$ cat src/sar_conv_pkg.sv
package sar_conv_pkg;

   // ---------------------------------------------------------------
   // Sizes and timing
   // ---------------------------------------------------------------
   localparam int          RES_BITS       = 16;
   localparam int          IDX_W          = 4;
   localparam int          CLK_PERIOD_NS  = 100;
   // Longest gap between conversions in the fast modes, in microseconds
   localparam int          IDLE_LIMIT_US  = 1000;
   localparam int          IDLE_LIMIT_CYC = (IDLE_LIMIT_US * 1000) / CLK_PERIOD_NS;
   localparam int          IDLE_W         = 16;
   localparam int          CAL_W          = 8;
   localparam int          FIFO_DEPTH     = 16;

   localparam logic [IDX_W-1:0]    MSB_IDX   = 4'hf;
   localparam logic [IDX_W-1:0]    LSB_IDX   = 4'h0;
   localparam logic [RES_BITS-1:0] CODE_ZERO = 16'h0000;
   localparam logic [RES_BITS-1:0] MSB_MASK  = 16'h8000;
   localparam logic [CAL_W-1:0]    CAL_CYC   = 8'h20;
   localparam logic [CAL_W-1:0]    CAL_ZERO  = 8'h00;
   localparam logic [IDLE_W-1:0]   IDLE_ZERO = 16'h0000;

   // ---------------------------------------------------------------
   // Mode select: {fast_sel, alt_sel}
   // ---------------------------------------------------------------
   typedef enum logic [1:0] {
      MODE_NORMAL    = 2'h0,
      MODE_LOW_POWER = 2'h1,
      MODE_FAST      = 2'h2,
      MODE_WIDEBAND  = 2'h3
   } conv_mode_t;

   // ---------------------------------------------------------------
   // Sequencer states, one-hot
   // ---------------------------------------------------------------
   typedef enum logic [4:0] {
      ST_IDLE = 5'h01,
      ST_HOLD = 5'h02,
      ST_CONV = 5'h04,
      ST_DONE = 5'h08,
      ST_CAL  = 5'h10
   } conv_state_t;

   // Result word as it travels through the output buffer
   typedef struct packed {
      logic                stale;
      logic [RES_BITS-1:0] code;
   } result_word_t;

   localparam int RESULT_W = $bits(result_word_t);

endpackage

$ cat src/sar_conversion_mode_control.sv
// Notes on behaviour
// - Conversion starts when conversion_start_n falls, once acquisition is over.
// - Sample is held on the falling edge of conversion_start_n.
// - Sixteen binary-weighted trials, most significant bit first.
// - After the last trial the code is formed, then busy drops.
// - Each result belongs to its own conversion, no pipeline delay.
// - Mode pins: 11 wideband fast, 10 fast, 00 normal, 01 low-power.
// - Fast modes reach 3 MSPS; accuracy needs gaps of at most 1 ms.
// - Normal mode reaches 2 MSPS with no limit on the gap.
// - Low-power mode powers circuits down after each conversion.
// - Reset high aborts; its falling edge starts calibration shown by busy.
// - Power-down finishes the current conversion, then inhibits new ones.
// - Output coding select picks straight binary or two's complement.
`timescale 1ns/1ns
`default_nettype none

// ------------------------------------------------------------------
// Result buffer
// ------------------------------------------------------------------
module result_fifo #(
   parameter int WIDTH = 17,
   parameter int DEPTH = 16
) (
   input  wire logic             clk_sys,
   input  wire logic             reset_n,
   input  wire logic             clk_en,
   input  wire logic             in_valid,
   output logic                  in_ready,
   input  wire logic [WIDTH-1:0] in_data,
   output logic                  out_valid,
   input  wire logic             out_ready,
   output logic      [WIDTH-1:0] out_data
);
   localparam int AW = $clog2(DEPTH);

   logic [WIDTH-1:0] mem_r [DEPTH];
   logic [AW:0]      wr_r;
   logic [AW:0]      wr_nxt;
   logic [AW:0]      rd_r;
   logic [AW:0]      rd_nxt;
   logic             push;
   logic             pop;
   logic             full;
   logic             empty;

   // Pointers carry one extra bit so full and empty stay distinct
   always_comb begin
      full      = (wr_r[AW] != rd_r[AW]) && (wr_r[AW-1:0] == rd_r[AW-1:0]);
      empty     = (wr_r == rd_r);
      in_ready  = !full;
      out_valid = !empty;
      push      = in_valid && !full;
      pop       = out_ready && !empty;
      wr_nxt    = push ? wr_r + 1'b1 : wr_r;
      rd_nxt    = pop ? rd_r + 1'b1 : rd_r;
      out_data  = mem_r[rd_r[AW-1:0]];
   end

   // Storage has no reset; only the pointers define contents
   always_ff @(posedge clk_sys) begin
      if (clk_en && push) begin
         mem_r[wr_r[AW-1:0]] <= in_data;
      end
   end

   always_ff @(posedge clk_sys) begin
      if (!reset_n) begin
         wr_r <= '0;
         rd_r <= '0;
      end else if (clk_en) begin
         wr_r <= wr_nxt;
         rd_r <= rd_nxt;
      end
   end
endmodule

// ------------------------------------------------------------------
// Conversion sequencer and mode control
// ------------------------------------------------------------------
module sar_conversion_mode_control #(
   parameter int IDLE_LIMIT = sar_conv_pkg::IDLE_LIMIT_CYC,
   parameter int DEPTH      = sar_conv_pkg::FIFO_DEPTH
) (
   input  wire logic                          clk_sys,
   input  wire logic                          reset_n,
   input  wire logic                          clk_en,
   input  wire logic                          conversion_start_n,
   input  wire logic                          converter_reset,
   input  wire logic                          power_down_input,
   input  wire logic                          output_coding_select,
   input  wire logic                          mode_fast_sel,
   input  wire logic                          mode_alt_sel,
   input  wire logic                          comparator_keep,
   output logic                               busy,
   output logic                               sample_hold,
   output logic [sar_conv_pkg::RES_BITS-1:0]  trial_code,
   output logic                               analog_power_down,
   output logic [sar_conv_pkg::RES_BITS-1:0]  result_code,
   output logic                               result_valid,
   input  wire logic                          result_ready,
   output sar_conv_pkg::result_word_t         result_data
);
   import sar_conv_pkg::*;

   conv_state_t          state_r;
   conv_state_t          state_nxt;
   logic [IDX_W-1:0]     idx_r;
   logic [IDX_W-1:0]     idx_nxt;
   logic [RES_BITS-1:0]  trial_r;
   logic [RES_BITS-1:0]  trial_nxt;
   logic [RES_BITS-1:0]  code_r;
   logic [RES_BITS-1:0]  code_nxt;
   logic [CAL_W-1:0]     cal_r;
   logic [CAL_W-1:0]     cal_nxt;
   logic [IDLE_W-1:0]    idle_r;
   logic [IDLE_W-1:0]    idle_nxt;
   logic                 never_r;
   logic                 never_nxt;
   logic                 stale_r;
   logic                 stale_nxt;
   logic                 start_prev_r;
   logic                 rst_prev_r;
   logic                 hold_r;
   logic                 hold_nxt;
   logic                 start_fall;
   logic                 rst_fall;
   logic                 fast_mode;
   logic                 fifo_ready;
   logic                 push;
   logic [RES_BITS-1:0]  formed;
   logic [RES_BITS-1:0]  bit_mask;
   conv_mode_t           mode;
   result_word_t         word;

   // ---------------------------------------------------------------
   // Edge detection and mode decode
   // ---------------------------------------------------------------
   always_comb begin
      start_fall = start_prev_r && !conversion_start_n;
      rst_fall   = rst_prev_r && !converter_reset;
      mode       = conv_mode_t'({mode_fast_sel, mode_alt_sel});
      fast_mode  = (mode == MODE_FAST) || (mode == MODE_WIDEBAND);
      bit_mask   = MSB_MASK >> idx_r_inv(idx_r);
   end

   // Maps a bit index onto a shift from the MSB
   function automatic logic [IDX_W-1:0] idx_r_inv(input logic [IDX_W-1:0] i);
      idx_r_inv = MSB_IDX - i;
   endfunction

   // ---------------------------------------------------------------
   // Sequencer next state
   // ---------------------------------------------------------------
   always_comb begin
      state_nxt = state_r;
      idx_nxt   = idx_r;
      trial_nxt = trial_r;
      code_nxt  = code_r;
      cal_nxt   = cal_r;
      hold_nxt  = hold_r;
      stale_nxt = stale_r;
      push      = 1'b0;
      formed    = output_coding_select ? trial_r : (trial_r ^ MSB_MASK);
      unique case (state_r)
         ST_IDLE: begin
            // Power-down only blocks new starts, never one under way
            if (start_fall && !power_down_input) begin
               state_nxt = ST_HOLD;
               hold_nxt  = 1'b1;
               stale_nxt = fast_mode && (never_r || (idle_r >= IDLE_W'(IDLE_LIMIT)));
            end
         end
         ST_HOLD: begin
            // First trial: MSB set, all lower bits clear
            state_nxt = ST_CONV;
            idx_nxt   = MSB_IDX;
            trial_nxt = MSB_MASK;
         end
         ST_CONV: begin
            // Drop the trial bit if the comparator says it overshoots
            if (!comparator_keep) begin
               trial_nxt = trial_r & ~bit_mask;
            end else begin
               trial_nxt = trial_r;
            end
            if (idx_r == LSB_IDX) begin
               state_nxt = ST_DONE;
            end else begin
               idx_nxt   = idx_r - 1'b1;
               trial_nxt = trial_nxt | (bit_mask >> 1);
            end
         end
         ST_DONE: begin
            // A full buffer stalls here with busy still high
            if (fifo_ready) begin
               push      = 1'b1;
               code_nxt  = formed;
               hold_nxt  = 1'b0;
               state_nxt = ST_IDLE;
            end
         end
         ST_CAL: begin
            if (cal_r == CAL_ZERO) begin
               state_nxt = ST_IDLE;
            end else begin
               cal_nxt = cal_r - 1'b1;
            end
         end
      endcase
      // Reset input wins over everything in flight
      if (converter_reset) begin
         state_nxt = ST_IDLE;
         hold_nxt  = 1'b0;
         push      = 1'b0;
         code_nxt  = code_r;
         trial_nxt = CODE_ZERO;
      end else if (rst_fall) begin
         state_nxt = ST_CAL;
         cal_nxt   = CAL_CYC;
      end
   end

   // ---------------------------------------------------------------
   // Gap tracking for the fast modes
   // ---------------------------------------------------------------
   always_comb begin
      idle_nxt  = idle_r;
      never_nxt = never_r;
      // Saturate so a long gap never wraps back into the good range
      if (state_r == ST_HOLD) begin
         idle_nxt  = IDLE_ZERO;
         never_nxt = 1'b0;
      end else if (idle_r < IDLE_W'(IDLE_LIMIT)) begin
         idle_nxt = idle_r + 1'b1;
      end
      if (converter_reset) begin
         never_nxt = 1'b1;
      end
   end

   // ---------------------------------------------------------------
   // State registers
   // ---------------------------------------------------------------
   always_ff @(posedge clk_sys) begin
      if (!reset_n) begin
         state_r      <= ST_IDLE;
         idx_r        <= MSB_IDX;
         trial_r      <= CODE_ZERO;
         code_r       <= CODE_ZERO;
         cal_r        <= CAL_ZERO;
         idle_r       <= IDLE_ZERO;
         never_r      <= 1'b1;
         stale_r      <= 1'b0;
         hold_r       <= 1'b0;
         start_prev_r <= 1'b1;
         rst_prev_r   <= 1'b0;
      end else if (clk_en) begin
         state_r      <= state_nxt;
         idx_r        <= idx_nxt;
         trial_r      <= trial_nxt;
         code_r       <= code_nxt;
         cal_r        <= cal_nxt;
         idle_r       <= idle_nxt;
         never_r      <= never_nxt;
         stale_r      <= stale_nxt;
         hold_r       <= hold_nxt;
         start_prev_r <= conversion_start_n;
         rst_prev_r   <= converter_reset;
      end
   end

   // ---------------------------------------------------------------
   // Outputs
   // ---------------------------------------------------------------
   always_comb begin
      busy              = (state_r != ST_IDLE);
      sample_hold       = hold_r;
      trial_code        = trial_r;
      result_code       = code_r;
      // Low-power mode idles with circuits off between conversions
      analog_power_down = (state_r == ST_IDLE) &&
                          (power_down_input || (mode == MODE_LOW_POWER));
      word.stale        = stale_r;
      word.code         = formed;
   end

   result_fifo #(
      .WIDTH (RESULT_W),
      .DEPTH (DEPTH)
   ) u_fifo (
      .clk_sys   (clk_sys),
      .reset_n   (reset_n),
      .clk_en    (clk_en),
      .in_valid  (push),
      .in_ready  (fifo_ready),
      .in_data   (word),
      .out_valid (result_valid),
      .out_ready (result_ready),
      .out_data  (result_data)
   );

endmodule
`default_nettype wire

$ cat config.mk
export PLATFORM = sky130hd
export DESIGN_NAME = sar_conversion_mode_control
export DESIGN_NICKNAME = d
export VERILOG_FILES = /design/src/sar_conv_pkg.sv /design/src/sar_conversion_mode_control.sv
export SDC_FILE = /design/constraint.sdc
export NUM_CORES = 1
export LEC_CHECK = 0
export ABC_AREA = 1
export BUFFER_PORTS_ARGS = -buffer_cell sky130_fd_sc_hd__buf_4
export CORE_MARGIN = 2
export CORE_UTILIZATION = 50
export CTS_CLUSTER_DIAMETER = 200
export DETAILED_ROUTE_END_ITERATION = 8
export PLACE_DENSITY = 0.67
export SETUP_SLACK_MARGIN = 0.02
export SLEW_MARGIN = 10
export SYNTH_ARGS = -nofsm -noshare
export SYNTH_HDL_FRONTEND = slang
export SYNTH_SLANG_ARGS = --single-unit
$ cat constraint.sdc
create_clock -name clk_sys -period 2.3 [get_ports clk_sys]
set_input_delay 0.23 -clock clk_sys [delete_from_list [all_inputs] [get_ports clk_sys]]
set_output_delay 0.23 -clock clk_sys [all_outputs]
set_load 0.01 [all_outputs]
* Yosys cells after proc, flatten, opt, wreduce, memory -nomap -nowiden
Memory sizes are Yosys's and may differ from the RTL's. A register that Yosys moved wholly into a read port is not among the register bits.
Cells that the tools add are included.
** Cells by class
- Add/sub/neg operators :: 6
- Magnitude comparators :: 2
- Equal/unequal tests :: 19
- Shift-type cells :: 1
- Muxes and demuxes :: 34
- Bitwise operators :: 6
- Reductions and logical operators :: 34
** Operators by type and width (number)
- 16-bit 2-to-1 mux :: 7
- 8-bit 2-to-1 mux :: 4
- 16-bit case mux with 2 select lines :: 1
- 5-bit 2-to-1 mux :: 6
- 5-bit case mux with 5 select lines :: 1
- 16-bit by 1-bit adder with 16-bit output (second input constant) :: 1
- 16-bit AND :: 1
- 16-bit by 14-bit >= comparator with 1-bit output (second input constant) :: 1
- 16-bit by 14-bit < comparator with 1-bit output (second input constant) :: 1
- 4-bit inequality test (second input constant) :: 4
- 16-bit NOT :: 1
- 16-bit by 15-bit bitwise OR with 16-bit output :: 1
- 16-bit by 4-bit right shift with 16-bit output (first input constant) :: 1
- 4-bit 2-to-1 mux :: 3
- 5-bit by 1-bit adder with 5-bit output (second input constant) :: 2
- 1-bit 2-to-1 mux :: 10
- 2-bit AND reduction :: 5
- 1-bit logical AND :: 9
- 8-bit zero test :: 1
- 4-bit case mux with 2 select lines :: 1
- 4-bit AND reduction :: 2
- 8-bit by 1-bit subtractor with 8-bit output (second input constant) :: 1
- 3-bit inequality test (second input constant) :: 2
- 3-bit AND reduction :: 2
- other kinds (22) :: 34
** Storage, ports and cells
- Flip-flop bits (word level) :: 80
- RAM bits :: 272
- Output and inout port bits :: 53
- Logic and storage cells :: 116
- Memories kept :: 1
** Memories
- u_fifo.mem_r :: depth 16, bits a word 17, read ports 1, clocked after memory_dff 1, wr ports 1, RTL line sar_conversion_mode_control.sv:36 : logic [WIDTH-1:0] mem_r [DEPTH];

* Depth between registers and ports, before layout
- Depth after elaboration :: 10
- Depth in mapped cells :: 12
- Depth with buffers taken out :: 11

* Modules after synthesis
Synthesis repeated with hierarchy kept, for this count alone.
** Unflattened totals
- Cell total of the unflattened synthesis :: 1586
- Area total of the unflattened synthesis :: 15930.3 µm²
** Modules (own cells, without submodules)
- result_fifo :: instances 1, cells each 1006, area an instance 11997.8 µm², sequential area each 8448.1 µm²
- sar_conversion_mode_control :: instances 1, cells each 580, area an instance 3932.5 µm², sequential area each 1401.3 µm²

* Worst setup path before layout
OpenSTA, ideal clock, no wires.
- Path kind :: register -> register
- Start :: register u_fifo.wr_r[0]
- End :: memory u_fifo.mem_r[0][0] (enable)
- Library setup time :: 0.390 ns
- Arrival time :: 1.939 ns
- Data required time :: 1.910 ns
- Setup slack :: -0.030 ns
- Stages on the path, launching flop included :: 12
- Buffers on the path :: 1
- Path through :: dfxtp_1 inv_1 nand2_1 nand2_1 nor2_1 and2_2 nand2_2 nand2_4 inv_4 buf_6 nand2_2 nor2_1
** On the way
- Word-level cells in the longest chain between the ends :: 9
- Elaborated cells between the ends (all ways) :: 10
** Ends and longest elaborated chain
- from (decl) :: RTL line sar_conversion_mode_control.sv:37 : logic [AW:0] wr_r;
- from (signal assigned) :: RTL line sar_conversion_mode_control.sv:71 : wr_r <= wr_nxt;
- 4-bit equality test :: RTL line sar_conversion_mode_control.sv:48 : full = (wr_r[AW] != rd_r[AW]) && (wr_r[AW-1:0] == rd_r[AW-1:0]);
- 1-bit logical AND :: RTL line sar_conversion_mode_control.sv:48
- 1-bit 2-to-1 mux :: RTL line sar_conversion_mode_control.sv:195 : if (fifo_ready) begin
- 1-bit 2-to-1 mux :: RTL line sar_conversion_mode_control.sv:164 : unique case (state_r)
- 1-bit 2-to-1 mux :: RTL line sar_conversion_mode_control.sv:211 : if (converter_reset) begin
- 1-bit logical AND :: RTL line sar_conversion_mode_control.sv:52 : push = in_valid && !full;
- 1-bit logical AND :: RTL line sar_conversion_mode_control.sv:61 : if (clk_en && push) begin
- 1-bit 2-to-1 mux :: RTL line sar_conversion_mode_control.sv:61
- 1-bit 2-to-1 mux (implied by the code) :: RTL line sar_conversion_mode_control.sv:62 : mem_r[wr_r[AW-1:0]] <= in_data;
- to (decl) :: RTL line sar_conversion_mode_control.sv:36
Parallel ways exist; a longest one is shown, timed or not.

==> impl_metrics.csv <==
group,metric,value,unit
run_status,status,"finished, violations left",
run_status,violations,"negative setup slack",
timing,hold_violations,0,
global_route,grt_overflow,0,
global_route,grt_pass1_wl,55.6,mm
routing,vias,10441,
routing,route.detailed.drc,0,
global_route,busiest_layer,"met2",
clock_network,cts_root_buffer,"clkbuf_16",
timing,final_max_slew_viol_count,0,
floorplan,ios,64,
synth,synth-async-reset-ratio,0,%
synth,syn_nets,1389,
power,internal-power,0.0105,W
power,p_leak,6.44,nW
synth,yosys_most_used_dff,"edfxtp_1",
clock_network,clkTransAtPathRegs,0.06,ns
power,pwr_density_cell,732,nW/µm²
flow_run,drv_cap,0,
placement,placed_area,16500,µm²
synth,synth.area.top_cells,"edfxtp_1, dfxtp_1, mux2i_1, o21ai_0, a21oi_1",
routing,wirelength,35.9,mm
cells_and_area,final_util,59.4,%
synth,yosysWarningCount,0,
global_route,grtUsageMet1,30.6,%
synth,synth-seq-cells,356,
setup_path,required,2.07,ns
cells_and_area,n_antenna_cell,0,
synth,synth-seq-area-share,64.3,%
setup_path,end_kind,"output pin",
min_path,holdPathStages,2,
global_route,grt_use_total,22.6,%
synth,ys_types,48,
floorplan,row_count,64,
floorplan,initial_core_util,50.5,%
clock_network,clk_latency,0.52,ns
setup_path,cp_data_arrival_time,2.09,ns
setup_path,rr_worst_depth,11,
timing,clock.fmax,431,MHz
routing,vias_per_cell,5.54,
timing,worstMarginPinSlew,0.931,ns
timing,finClkSkew,0.0215,ns
cells_and_area,fin_area,18000,µm²
cells_and_area,fillers,2438,
global_route,use_met3,3.52,%
power,combinationalPowerShare,3.2,%
routing,ant_nets,0,
synth,synth_top_area_share,53.3,%
routing,routedWlPerCell,19.0,µm
timing,fin_setup_tns,-0.0187,ns
power,power,0.0132,W
min_path,hold_path_end,"trial_code[15]",
placement,io_buffers,63,
power,switching_share,20.3,%
cells_and_area,final_layout_size_suffix_gt1_share,17.1,%
synth,netlist_instances,1364,
clock_network,cts_tree,"done",
global_route,grt_pass1_vias,10147,
timing,rsz0062_at_grt,"yes",
cells_and_area,area_growth,17.7,%
timing,setup_viol,1,
clock_network,clk_path_buf_depth,3,
power,seqPwrFrac,52.4,%
floorplan,chipHeight,179,µm
setup_path,cp-start-kind,"flip-flop",
routing,drt_pass1_iterations,5,
floorplan,coreArea,30300,µm²
min_path,worstHoldPathType,"primary input to flip-flop",
cells_and_area,fin_nets,1484,
timing,setup_ws,-0.0187,ns
min_path,worstHoldStart,"clk_en",
timing,min_period,2.32,ns
synth,synth_area_leader_cell,"edfxtp_1",
synth,syn_avg_cell_area,11.2,µm²
global_route,met2_usage,37.8,%
floorplan,fp.dieW,179,µm
placement,dp_hpwl,22.2,mm
setup_path,ff2ff_setup_slack,0.29,ns
routing,drtIter0Drc,1066,
power,irDropWorstVdd,0.457,mV
setup_path,path_max_fanout,5,
clock_network,cts_max_level,2,
placement,pre_cts_ws,0.259,ns
timing,post-route-period-util,101,%
setup_path,criticalPathCategory,"flip-flop to output pin",
floorplan,dieArea,32100,µm²
synth,synth_enable_flop_cells,272,
power,clkPwrFrac,44.4,%
clock_network,cts-buffers-inserted,37,
placement,gp_congestion,0.853,
global_route,grt_max_degree,48,
timing,slew-limit-headroom,37.5,%
clock_network,cts.sinks,356,
synth,yosys.cell_count.top_type,"edfxtp_1",
global_route,grt_antenna_before_repair,0,
setup_path,reg2reg_to,"u_fifo.mem_r[11][12]",
synth,synthTopCellsByCount,"edfxtp_1, nand2_1, o21ai_0",
synth,synth.cell_area,15300,µm²
setup_path,worstReg2RegStart,"u_fifo.wr_r[0]",
power,p_sw,0.00268,W
flip-flops by register name, summed over array words and instances (netlist names), named ones only:
register      cells
result_code      16
trial_code       16
idle_r           16
never_r           1
cal_r             8
u_fifo.mem_r    272
u_fifo.wr_r       5
sample_hold       1
stale_r           1
start_prev_r      1
state_r           5
idx_r             4
u_fifo.rd_r       5
rst_prev_r        1
power groups by stage:
stage	combinational (W)	sequential, W	clock (W)
floorplan	0.000257	0.00705	0
global placement	0.000395	0.00705	0
detailed placement	0.000403	0.00705	0
CTS	0.000415	0.00691	0.00594
global route	0.000466	0.00691	0.00621
finish	0.000424	0.00691	0.00586
timing repair:
| item | 4_1_cts | 5_1_grt |
|---|---|---|
| setup buffers | 8 | 2 |
| pin swaps | 5 | 14 |
| hold buffers | 1 | 0 |
| resized for setup | 19 | 40 |
| cloned | 0 | 3 |
| endpoints found under the hold margin | 1 | 0 |
| endpoints found under the setup margin | 17 | 18 |
cell type report:
class,instances,area (µm²),area share [%]
flip-flops and latches,356,9860,54.7
repair buffers,142,1390,7.72
multi-input cells,798,4610,25.6
clock buffers,55,1080,5.97
clock inverters,13,120,0.666
well taps,396,495,2.75
inverters,124,470,2.61
metal layers:
layer  vias up  share of wire [%]  wire (µm)
li1       4999                  -          -
met1      5008                 43      15600
met2       366                 48      17100
met3        68                7.0       2500
met4         0                2.2        786
met5         -                  0          0
metrics by stage:
step | hold WS (ns) | std cells
final | 0.0336 | 1884
after global routing | 0.0315 | 1884
after CTS | 0.0286 | 1879
after detailed placement | 0.435 | 1802
after global placement | 0.432 | 1802
after floorplan | 0.356 | 1364
worst max-delay path by stage:
stage | start | end | depth (start not counted)
floorplan | u_fifo.wr_r[0] | u_fifo.mem_r[0][0] | 11
CTS | flip-flop | result_data[7] | 7
global route | flip-flop | result_data[14] | 7
global placement | u_fifo.wr_r[3] | u_fifo.wr_r[4] | 12
detailed placement | u_fifo.wr_r[3] | u_fifo.wr_r[4] | 12
finish | flip-flop | result_data[14] | 7
cells by family after synthesis:
kind of cell | count (synthesis) | synth area share, %
xor+xnor | 19 | 1.09
compound gates | 337 | 12.5
mux | 68 | 4.44
fa+ha+maj | 14 | 1.14
buf+inv | 210 | 6.20
simple gates | 360 | 10.3
flops | 356 | 64.3
cell usage in the layout (no fill, tap or decap), types with 11 or more instances in the layout:
cell type,count
ha_1,14
mux2i_1,64
clkbuf_1,12
buf_6,14
xor2_1,12
dfxtp_1,79
o21ai_1,19
clkbuf_16,41
o211ai_1,69
o21ai_0,112
nand2_1,140
a21oi_1,119
buf_12,17
nor2_1,91
buf_4,105
inv_1,116
nor3_1,11
nand3_1,64
edfxtp_1,272
nor2_2,18
critical path, cell delays in order (launching register included):
cell      delay, ns
dfxtp_4        0.42
buf_12         0.15
buf_8          0.10
mux2i_1        0.17
o21ai_1        0.07
o211ai_1       0.37
nand2_1        0.13
buf_6          0.15
No activity file was read; power rests on OpenSTA's default activity.
